$ cat src/pkg/mcc_pkg.sv
// Purpose: Constants for the module clock control block
// Assumes: 10 MHz system clock, 2-wire serial slave pins sampled in that domain
// Notes:   Control byte bit positions, bus addresses and PHY register indices
package mcc_pkg;
  localparam logic [6:0] MCC_ADDR_CTRL     = 7'h51;      // A2h as 7-bit address
  localparam logic [7:0] MCC_CTRL_RESET    = 8'hBF;
  localparam int         MCC_BIT_RSVD      = 7;
  localparam int         MCC_BIT_HOST_IF   = 6;
  localparam int         MCC_BIT_LOW_PWR_N = 5;
  localparam int         MCC_BIT_PHY_RST_N = 4;
  localparam int         MCC_BIT_CLK_MODE  = 3;
  localparam int         MCC_BIT_CLK_DIS   = 2;
  localparam int         MCC_BIT_PIN8_LOS  = 1;
  localparam int         MCC_BIT_INT_OSC   = 0;
  localparam logic [7:0] MCC_PHY_GIG_CTRL  = 8'h09;      // phy_gigabit_control
  localparam logic [7:0] MCC_PHY_CR_EN     = 8'h15;      // phy_clock_recovery_enable
  localparam logic [7:0] MCC_PHY_CR_SETUP  = 8'h17;      // phy_clock_recovery_setup
  localparam logic [15:0] MCC_CR_EN_VALUE  = 16'h0010;
  localparam int         MCC_SYNC_STAGES   = 2;
  localparam int         MCC_CLK_MHZ       = 10;
  localparam int         MCC_CLK_NS        = 1000 / MCC_CLK_MHZ;
endpackage

$ cat src/rtl/mcc_sync.sv
// Purpose: Two-stage synchroniser for one asynchronous level
// Assumes: First stage is read only by the second stage
// Notes:   Reset value is a parameter so pulled-up pins idle high
`timescale 1ns/100ps
module mcc_sync #(
  parameter logic RESET_VAL = 1'b1
) (
  input  wire logic clock,   // System clock
  input  wire logic rst_n,   // Synchronous reset, active low
  input  wire logic d_in,    // Asynchronous level
  output logic      q_out    // Synchronised level
);
  logic meta_q;

  // Plain double flop; no logic taps the metastable stage
  always_ff @(posedge clock) begin
    if (!rst_n) begin
      meta_q <= RESET_VAL;
      q_out  <= RESET_VAL;
    end else begin
      meta_q <= d_in;
      q_out  <= meta_q;
    end
  end
endmodule

$ cat src/rtl/mcc_top.sv
// Purpose: Control byte slave at A2h and the pin and PHY control it steers
// Assumes: SCL and SDA are oversampled by the 10 MHz clock (100 kHz bus)
// Notes:   Register address bytes sent to A2h are accepted and discarded
`timescale 1ns/100ps
// Functional notes
// Control byte powers up as 0xBF.
// Byte at A2h read/written directly; any register address ignored.
// Host always writes bit 7 as one.
// Bit 6 one selects plain gigabit serial mode, zero SGMII.
// Bit 5 zero enters low power mode.
// Bit 4 zero asserts PHY reset.
// Bit 3 one normal clock rates, zero restrict to 25 MHz.
// Bit 2 zero enables pin 2 clock output.
// Bit 1 one pin 8 reports LOS, zero PHY interrupt.
// Bit 0 one internal oscillator, zero external reference clock.
// Pin 8 low while PHY interrupt pending in interrupt mode.
// Pin 2 clock only when enabled here and in the PHY.
// Link down: recovered output carries local 25 MHz clock.
// Link up: 25 MHz at 1000/100, 2.5 MHz at 10 Mb/s.
// Host enables recovery via PHY registers 17h then 15h.
// Host sets master/slave via PHY register 09h.
// Transmit disable high or open holds PHY in reset.
// Transmit fault pin always grounded.
// Module definition 0 grounded for presence detect.
// Host mode change: write EF, wait 10 ms, write FF, wait 20 us.
// Reads return last written value; effects apply at write end.
module mcc_top (
  input  wire logic       clock,              // 10 MHz system clock
  input  wire logic       rst_n,              // Synchronous reset, active low
  input  wire logic       scl_in,             // Serial clock pin level
  input  wire logic       sda_in,             // Serial data pin level
  output logic            sda_out,            // Serial data drive value (always 0)
  output logic            sda_oe,             // Serial data drive enable
  input  wire logic       tx_disable_in,      // Transmit disable pin, pulled up
  input  wire logic       phy_irq_n,          // PHY interrupt, active low
  input  wire logic       los_in,             // Loss of signal from PHY
  input  wire logic       clk_recov_on,       // PHY recovered clock enabled
  input  wire logic       recovered_clock_out, // PHY recovered clock, speed-dependent
  input  wire logic       local_clock_out,    // Local 25 MHz clock
  input  wire logic       link_up,            // PHY link status
  output logic            pin2_clock_out,     // Pin 2 clock output value
  output logic            pin8_out,           // Pin 8 indication
  output logic            tx_fault_out,       // Transmit fault pin (grounded)
  output logic            mod_def0_out,       // Module definition 0 (grounded)
  output logic            phy_reset_n,        // PHY reset, active low
  output logic            low_power,          // Low power mode request
  output logic            plain_gigabit_serial_mode, // Host interface select
  output logic            clk_restrict_25m,   // Restrict recovered clock to 25 MHz
  output logic            use_int_osc,        // Reference: internal oscillator
  output logic [7:0]      ctrl_byte           // Control byte readback
);
  typedef enum {ST_IDLE, ST_ADDR, ST_ADDR_ACK, ST_WDATA, ST_WACK, ST_RDATA, ST_RACK, ST_SKIP} mcc_state_e;

  mcc_state_e state_q, state_d;
  logic       scl_s, sda_s, txd_s, irq_s, los_s;
  logic       scl_p_q, sda_p_q;
  logic [7:0] ctrl_q, ctrl_d;
  logic [7:0] shift_q, shift_d;
  logic [3:0] bit_q, bit_d;
  logic [7:0] pend_q, pend_d;
  logic       pend_v_q, pend_v_d;
  logic       sda_oe_q, sda_oe_d;

  // SCL fall after the eighth rise of a byte, shared by the address and write data states
  function automatic logic byte_end(input logic fall, input logic [3:0] cnt);
    byte_end = fall && (cnt == 4'h8);
  endfunction

  // SCL, SDA, transmit disable, PHY interrupt and LOS levels pass two flops before use
  mcc_sync #(.RESET_VAL(1'b1)) u_scl (.clock(clock), .rst_n(rst_n), .d_in(scl_in),        .q_out(scl_s));
  mcc_sync #(.RESET_VAL(1'b1)) u_sda (.clock(clock), .rst_n(rst_n), .d_in(sda_in),        .q_out(sda_s));
  mcc_sync #(.RESET_VAL(1'b1)) u_txd (.clock(clock), .rst_n(rst_n), .d_in(tx_disable_in), .q_out(txd_s));
  mcc_sync #(.RESET_VAL(1'b1)) u_irq (.clock(clock), .rst_n(rst_n), .d_in(phy_irq_n),     .q_out(irq_s));
  mcc_sync #(.RESET_VAL(1'b1)) u_los (.clock(clock), .rst_n(rst_n), .d_in(los_in),        .q_out(los_s));

  // Bus events, decoded from synchronised levels only
  wire scl_rise  = scl_s & ~scl_p_q;
  wire scl_fall  = ~scl_s & scl_p_q;
  wire start_det = scl_s & scl_p_q & sda_p_q & ~sda_s;
  wire stop_det  = scl_s & scl_p_q & ~sda_p_q & sda_s;
  wire addr_hit  = (shift_q[7:1] == mcc_pkg::MCC_ADDR_CTRL);

  // Serial slave state machine; bits sampled on SCL rise, SDA changed on SCL fall
  always_comb begin
    state_d  = state_q;
    shift_d  = shift_q;
    bit_d    = bit_q;
    pend_d   = pend_q;
    pend_v_d = pend_v_q;
    ctrl_d   = ctrl_q;
    sda_oe_d = sda_oe_q;
    // A written byte waits for STOP, so a register address byte sent first
    // never reaches the pins; a repeated START drops it, since a pointer-only
    // write ahead of a read must not clobber the byte (limitation)
    if (stop_det && pend_v_q) begin
      ctrl_d = pend_q;
    end
    if (start_det || stop_det) begin
      pend_v_d = 1'b0;
    end
    if (start_det) begin
      state_d  = ST_ADDR;
      bit_d    = 4'h0;
      sda_oe_d = 1'b0;
    end else if (stop_det) begin
      state_d  = ST_IDLE;
      sda_oe_d = 1'b0;
    end else begin
      case (state_q)
        ST_ADDR: begin
          if (scl_rise) begin
            shift_d = {shift_q[6:0], sda_s};
            bit_d   = bit_q + 4'h1;
          end
          if (byte_end(scl_fall, bit_q)) begin
            if (addr_hit) begin
              state_d  = ST_ADDR_ACK;
              sda_oe_d = 1'b1;
            end else begin
              state_d = ST_SKIP;
            end
          end
        end
        ST_ADDR_ACK: begin
          if (scl_fall) begin
            bit_d   = 4'h0;
            if (shift_q[0]) begin
              state_d  = ST_RDATA;
              shift_d  = ctrl_q;
              sda_oe_d = ~ctrl_q[7];
            end else begin
              state_d  = ST_WDATA;
              sda_oe_d = 1'b0;
            end
          end
        end
        ST_WDATA: begin
          if (scl_rise) begin
            shift_d = {shift_q[6:0], sda_s};
            bit_d   = bit_q + 4'h1;
          end
          if (byte_end(scl_fall, bit_q)) begin
            state_d  = ST_WACK;
            sda_oe_d = 1'b1;
            // Last byte written wins; a leading register address byte is overwritten
            pend_d   = shift_q;
            pend_v_d = 1'b1;
          end
        end
        ST_WACK: begin
          if (scl_fall) begin
            state_d  = ST_WDATA;
            bit_d    = 4'h0;
            sda_oe_d = 1'b0;
          end
        end
        ST_RDATA: begin
          if (scl_rise) begin
            bit_d = bit_q + 4'h1;
          end
          if (scl_fall) begin
            if (bit_q == 4'h8) begin
              state_d  = ST_RACK;
              sda_oe_d = 1'b0;
            end else if (bit_q == 4'h0) begin
              sda_oe_d = ~shift_q[7];                        // First bit after a master ACK
            end else begin
              shift_d  = {shift_q[6:0], 1'b0};
              sda_oe_d = ~shift_q[6];
            end
          end
        end
        ST_RACK: begin
          if (scl_rise) begin
            state_d = sda_s ? ST_SKIP : ST_RDATA;             // NACK ends the read
            shift_d = ctrl_q;
            bit_d   = 4'h0;
          end
          if (scl_fall && state_q == ST_RACK) begin
            sda_oe_d = 1'b0;
          end
        end
        default: begin
          sda_oe_d = 1'b0;
        end
      endcase
    end
  end

  // Slave registers; control byte is 0xBF after reset
  always_ff @(posedge clock) begin
    if (!rst_n) begin
      state_q  <= ST_IDLE;
      shift_q  <= 8'h00;
      bit_q    <= 4'h0;
      pend_q   <= 8'h00;
      pend_v_q <= 1'b0;
      ctrl_q   <= mcc_pkg::MCC_CTRL_RESET;
      sda_oe_q <= 1'b0;
      scl_p_q  <= 1'b1;
      sda_p_q  <= 1'b1;
    end else begin
      state_q  <= state_d;
      shift_q  <= shift_d;
      bit_q    <= bit_d;
      pend_q   <= pend_d;
      pend_v_q <= pend_v_d;
      ctrl_q   <= ctrl_d;
      sda_oe_q <= sda_oe_d;
      scl_p_q  <= scl_s;
      sda_p_q  <= sda_s;
    end
  end

  // Field decode of the control byte
  wire host_plain  = ctrl_q[mcc_pkg::MCC_BIT_HOST_IF];
  wire lp_active   = ~ctrl_q[mcc_pkg::MCC_BIT_LOW_PWR_N];
  wire rst_by_reg  = ~ctrl_q[mcc_pkg::MCC_BIT_PHY_RST_N];
  wire restrict25  = ~ctrl_q[mcc_pkg::MCC_BIT_CLK_MODE];
  wire clk_out_en  = ~ctrl_q[mcc_pkg::MCC_BIT_CLK_DIS];
  wire pin8_is_los = ctrl_q[mcc_pkg::MCC_BIT_PIN8_LOS];
  wire int_osc     = ctrl_q[mcc_pkg::MCC_BIT_INT_OSC];
  // Either the pin or the register can hold the PHY in reset
  wire phy_rst_any = rst_by_reg | txd_s;
  // Link down uses local 25 MHz, link up the PHY's recovered clock
  wire clk_src     = link_up ? recovered_clock_out : local_clock_out;
  // Clock needs both our enable and PHY-side recovery enable
  wire clk_gate    = clk_out_en & clk_recov_on;
  wire pin8_d      = pin8_is_los ? los_s : irq_s;

  // Output flops; the pin 2 clock is resampled, so it is only useful as a
  // gated indication at 10 MHz, a trade against a combinational clock path
  always_ff @(posedge clock) begin
    if (!rst_n) begin
      pin2_clock_out            <= 1'b0;
      pin8_out                  <= 1'b1;
      phy_reset_n               <= 1'b0;
      low_power                 <= 1'b0;
      plain_gigabit_serial_mode <= 1'b0;
      clk_restrict_25m          <= 1'b0;
      use_int_osc               <= 1'b1;
      ctrl_byte                 <= mcc_pkg::MCC_CTRL_RESET;
      tx_fault_out              <= 1'b0;
      mod_def0_out              <= 1'b0;
      sda_out                   <= 1'b0;
      sda_oe                    <= 1'b0;
    end else begin
      pin2_clock_out            <= clk_gate & clk_src;
      pin8_out                  <= pin8_d;
      phy_reset_n               <= ~phy_rst_any;
      low_power                 <= lp_active;
      plain_gigabit_serial_mode <= host_plain;
      clk_restrict_25m          <= restrict25;
      use_int_osc               <= int_osc;
      ctrl_byte                 <= ctrl_q;
      tx_fault_out              <= 1'b0;
      mod_def0_out              <= 1'b0;
      sda_out                   <= 1'b0;
      sda_oe                    <= sda_oe_q;
    end
  end

  // Checks on the decoded outputs; pins follow the byte one cycle later
  reset_value_a: assert property (@(posedge clock) $rose(rst_n) |-> ctrl_q == mcc_pkg::MCC_CTRL_RESET)
    else $error("control byte not 0xBF after reset");
  phy_reset_a: assert property (@(posedge clock) disable iff (!rst_n)
    (!ctrl_q[4] || txd_s) |=> !phy_reset_n)
    else $error("PHY reset not asserted");
  txdis_reset_a: assert property (@(posedge clock) disable iff (!rst_n)
    (ctrl_q[4] && !txd_s) |=> phy_reset_n)
    else $error("PHY reset held without cause");
  pin8_irq_a: assert property (@(posedge clock) disable iff (!rst_n)
    (!ctrl_q[1] && !irq_s) |=> !pin8_out)
    else $error("pin 8 not low on PHY interrupt");
  pin8_los_a: assert property (@(posedge clock) disable iff (!rst_n)
    ctrl_q[1] |=> pin8_out == $past(los_s))
    else $error("pin 8 does not follow loss of signal");
  clk_gate_a: assert property (@(posedge clock) disable iff (!rst_n)
    (ctrl_q[2] || !clk_recov_on) |=> !pin2_clock_out)
    else $error("pin 2 clock leaked while disabled");
  rco_link_a: assert property (@(posedge clock) disable iff (!rst_n)
    (!ctrl_q[2] && clk_recov_on && link_up) |=> pin2_clock_out == $past(recovered_clock_out))
    else $error("pin 2 not the recovered clock with link up");
  lco_down_a: assert property (@(posedge clock) disable iff (!rst_n)
    (!ctrl_q[2] && clk_recov_on && !link_up) |=> pin2_clock_out == $past(local_clock_out))
    else $error("pin 2 not the local clock with link down");
  host_mode_a: assert property (@(posedge clock) disable iff (!rst_n)
    1'b1 |=> plain_gigabit_serial_mode == $past(ctrl_q[6]))
    else $error("host mode does not follow bit 6");
  low_power_a: assert property (@(posedge clock) disable iff (!rst_n)
    1'b1 |=> low_power == !$past(ctrl_q[5]))
    else $error("low power does not follow bit 5");
  clk_mode_a: assert property (@(posedge clock) disable iff (!rst_n)
    1'b1 |=> clk_restrict_25m == !$past(ctrl_q[3]))
    else $error("clock mode does not follow bit 3");
  ref_clock_a: assert property (@(posedge clock) disable iff (!rst_n)
    1'b1 |=> use_int_osc == $past(ctrl_q[0]))
    else $error("reference select does not follow bit 0");
  fixed_pins_a: assert property (@(posedge clock) disable iff (!rst_n)
    !tx_fault_out && !mod_def0_out)
    else $error("grounded pin driven high");

  // Checks on the bus slave and the deferred commit of a written byte
  write_apply_a: assert property (@(posedge clock) disable iff (!rst_n)
    (stop_det && pend_v_q) |=> ctrl_q == $past(pend_q))
    else $error("write not applied at STOP");
  ctrl_hold_a: assert property (@(posedge clock) disable iff (!rst_n)
    !stop_det |=> $stable(ctrl_q))
    else $error("control byte changed inside a transfer");
  pend_mark_a: assert property (@(posedge clock) disable iff (!rst_n)
    (state_q == ST_WDATA && byte_end(scl_fall, bit_q) && !start_det && !stop_det) |=> pend_v_q && pend_q == $past(shift_q))
    else $error("written byte not held for commit");
  pend_drop_a: assert property (@(posedge clock) disable iff (!rst_n)
    start_det |=> !pend_v_q)
    else $error("pending byte kept across a START");
  start_addr_a: assert property (@(posedge clock) disable iff (!rst_n)
    start_det |=> state_q == ST_ADDR)
    else $error("START did not open an address phase");
  stop_idle_a: assert property (@(posedge clock) disable iff (!rst_n)
    stop_det |=> state_q == ST_IDLE && !sda_oe_q)
    else $error("STOP did not free the bus");
  foreign_skip_a: assert property (@(posedge clock) disable iff (!rst_n)
    (state_q == ST_ADDR && byte_end(scl_fall, bit_q) && !addr_hit && !start_det && !stop_det) |=> state_q == ST_SKIP)
    else $error("other address not skipped");
  ack_addr_a: assert property (@(posedge clock) disable iff (!rst_n)
    (state_q == ST_ADDR_ACK) |-> sda_oe_q)
    else $error("address not acknowledged");
  ack_write_a: assert property (@(posedge clock) disable iff (!rst_n)
    (state_q == ST_WACK) |-> sda_oe_q)
    else $error("data byte not acknowledged");
  skip_quiet_a: assert property (@(posedge clock) disable iff (!rst_n)
    (state_q == ST_SKIP || state_q == ST_IDLE) |-> !sda_oe_q)
    else $error("SDA driven outside an own transfer");
  read_load_a: assert property (@(posedge clock) disable iff (!rst_n)
    (state_q == ST_ADDR_ACK && scl_fall && shift_q[0] && !start_det && !stop_det) |=> shift_q == $past(ctrl_q))
    else $error("read does not load the control byte");
  read_release_a: assert property (@(posedge clock) disable iff (!rst_n)
    (state_q == ST_RDATA && byte_end(scl_fall, bit_q) && !start_det && !stop_det) |=> !sda_oe_q)
    else $error("SDA not released for the master acknowledge");
  nack_end_a: assert property (@(posedge clock) disable iff (!rst_n)
    (state_q == ST_RACK && scl_rise && sda_s && !start_det && !stop_det) |=> state_q == ST_SKIP)
    else $error("master NACK did not end the read");
  open_drain_a: assert property (@(posedge clock) disable iff (!rst_n)
    !sda_out)
    else $error("SDA drive value not low");

  write_seen_c:  cover property (@(posedge clock) state_q == ST_WACK);
  read_seen_c:   cover property (@(posedge clock) state_q == ST_RACK);
  irq_mode_c:    cover property (@(posedge clock) !ctrl_q[1] && !pin8_out);
  clk_out_c:     cover property (@(posedge clock) clk_gate && link_up);
  commit_c:      cover property (@(posedge clock) stop_det && pend_v_q);
endmodule

$ cat config.mk
export PLATFORM = sky130hd
export DESIGN_NAME = mcc_top
export DESIGN_NICKNAME = d
export VERILOG_FILES = /design/src/pkg/mcc_pkg.sv /design/src/rtl/mcc_sync.sv /design/src/rtl/mcc_top.sv
export SDC_FILE = /design/constraint.sdc
export NUM_CORES = 1
export LEC_CHECK = 0
export ABC_CLOCK_PERIOD_IN_PS = 1750
export BUFFER_PORTS_ARGS = -buffer_cell sky130_fd_sc_hd__buf_2
export CAP_MARGIN = 0
export CORE_ASPECT_RATIO = 0.8
export CORE_MARGIN = 5
export CORE_UTILIZATION = 51
export DETAILED_ROUTE_END_ITERATION = 12
export PLACE_DENSITY = 0.74
export SLEW_MARGIN = 20
export SYNTH_ARGS = -nofsm -noshare
export SYNTH_HDL_FRONTEND = slang
export SYNTH_HIERARCHICAL = 1
export SYNTH_SLANG_ARGS = --single-unit
$ cat constraint.sdc
create_clock -name clock -period 1.75 [get_ports clock]
set_input_delay 0.4375 -clock clock [delete_from_list [all_inputs] [get_ports clock]]
set_output_delay 0.4375 -clock clock [all_outputs]
set_load 0.1 [all_outputs]
==> impl_metrics.yaml <==
run_status:
  status: "finished, final reports clean"
floorplan:
  die_y_um: 72.5
  coreArea_sq_um: 4650
  fp.dieW_um: 88.2
  die-area_sq_um: 6390
  ios: 30
  start_util: 0.536
  core.rowCount: 22
yosys:
  synth_seq_cells: 59
  ys_types: 52
  seq_area_frac_synth: 0.474
  syn-cell-area_sq_um: 2490
  synth-edff-count: 0
  synth_top_cell_area_share: 0.474
  postSynthCellCount: 264
  async_flop_share: 0
  synthTopCellsByArea: "dfxtp_1, mux2i_1, nand2b_1"
  synth_area_leader_cell: "dfxtp_1"
  ys_warn_count: 6
  avgSynthCellArea_sq_um: 9.44
  ys.flop_type: "dfxtp_1"
timing:
  hold_viol: 0
  finalCritPeriodShare: 0.970
  fin_crit_ns: 1.70
  timing_worst_slew_pin_value_ns: 0.554
  hold-worst-slack_ns: 0.279
  clock.fmax_ghz: 0.589
  drv_slew: 0
  setup_viol: 0
  finClkSkew_ns: 0.00601
  slew_headroom: 0.626
drt:
  drc: 0
  postRouteAntennaNets: 0
  first_iter_violations: 278
  firstDrtPassIters: 5
  viasPerCell: 5.48
  drt-wirelength-per-cell_um: 14.7
  wl_um: 5610
  num_vias: 2086
power:
  p_leak_uw: 0.00137
  p_total_uw: 2910
  ir_worst_vdd_uv: 728
  p_per_area_nw_per_um2: 937
finish:
  ff_latch_area_sq_um: 1190
  design_area_sq_um: 3110
  final_cell_mix: "dfxtp_1, buf_4, buf_2, nor2_1"
  multiInputGateArea_sq_um: 1230
  final_util: 0.668
  num-fill-cells: 385
  final_common_cell: "dfxtp_1"
  syn2layout_area_growth_pct: 24.7
  final_nets: 329
  n_antenna_cell: 0
  drive_above_1_share: 0.312
cts:
  clk_pin_slew_ns: 0.07
  clock_path_buffers: 2
  cts_made_buffers: 9
  root_buffer: "clkbuf_8"
  cts_tree: "built"
  cts_htree_levels: 3
  cts.sinks: 59
  clock_latency_ns: 0.34
  post_cts_buffers: 0
place:
  place_area_sq_um: 2830
  gp_congestion: 0.928
  hpwl_um: 3930
  port_buffers: 26
worst_setup_path:
  required_ns: 1.96
  cp_max_fo: 4
  cp-start-kind: "register"
  crit_arrival_ns: 1.91
  cp.depth: 8
  cp_slowest_cell: "or3_4"
  slowest_delay_ns: 0.39
  path_buf_inv: 2
  reg2reg_depth: 8
  cp-end-kind: "register"
  crit_chain: "inv_2 > ha_4 > and3b_2 > nand2_2 > or3_4 > buf_6 > mux2i_2 > nor2_1"
  cp_top_family: "simple AND/OR/NAND/NOR gates"
  crit_type: "register to register"
global_route:
  grt_pass1_wl_um: 9200
  grt_pass1_vias: 1977
  gr-total-overflow: 0
  grt.total_usage: 0.186
  grt_max_degree: 35
  antenna_found_initial: 0
min_path:
  whs_path_depth: 2
  min_path_type: "primary input to register"
run:
  drv_cap: 0
[synthesized netlist by cell type, drive strengths merged (3+ instances only)]
library cell / count
a211oi: 7
a21oi: 18
a22oi: 6
a311oi: 3
a31oi: 3
and2: 3
and3b: 4
buf: 13
clkbuf: 4
dfxtp: 59
inv: 11
mux2i: 18
nand2: 22
nand2b: 21
nand3: 3
nor2: 22
nor2b: 4
o21ai: 9
o311a: 3
[worst reg2reg max path: stages, from the launching register on]
cell and delay [ns]:
dfxtp_1 0.32, inv_2 0.07, ha_4 0.12, and3b_2 0.23
nand2_2 0.07, or3_4 0.39, buf_6 0.15, mux2i_2 0.19
nor2_1 0.05
[power breakdown]
group          total, uW  internal, uW  switching, uW
clock network       1250           695            550
logic                260           105            154
registers           1410          1380           32.9
[stage by stage]
step,instances,TNS [ns],worst slack [ns]
floorplan,266,0,0.0579
global placement,365,0,0.0430
detailed placement,365,0,0.00152
CTS,381,0,0.00195
global route,381,-0.0281,-0.0216
finish,381,0,0.0517
[cells by family (layout without fill, tap and decap cells)]
group / after synthesis / count (layout) / synth area share
flops: 59 / 59 / 0.474
buf+inv: 28 / 83 / 0.0592
other cells: 1 / 3 / 0.00150
simple gates: 92 / 92 / 0.197
xor+xnor: 2 / 2 / 0.00703
compound gates: 62 / 62 / 0.179
mux: 18 / 18 / 0.0723
fa+ha+maj: 2 / 2 / 0.0100
[cell type report]
type	count	area share
clock inverters	6	0.0209
inverters	11	0.0133
well taps	60	0.0242
repair buffers	56	0.117
clock buffers	10	0.0443
multi-input cells	179	0.397
flip-flops and latches	59	0.383
[what timing repair did]
action | 4_1_cts | 5_1_grt
pin swaps | 3 | 3
setup endpoints to repair | 7 | 22
hold buffers | 0 | 0
resized for setup | 2 | 20
[routing by layer]
metal  up-vias  share of wire  GRT usage  wire length (um)
met4         0          0.020     0.0721               113
met2        77           0.44      0.275              2480
met3        13          0.085     0.0624               475
met5         -              0          0                 0
li1       1022              -          -                 -
met1       974           0.45      0.250              2540
[flip-flops by register name, indices dropped and copies added (netlist names), 3 cells and up]
signal / flops
state_q: 3
bit_q: 4
ctrl_q: 8
ctrl_byte: 8
shift_q: 8
pend_q: 8
[worst paths after layout]
kind / end / startpoint / slack (ns)
hold reg to reg: phy_reset_n / u_txd/q_out / 0.39
setup reg to reg: pend_q[2] / bit_q[0] / 0.05
hold / removal: u_los/meta_q / los_in / 0.28
setup / recovery: pend_q[2] / bit_q[0] / 0.05
Power figures use the tool's default switching activity.
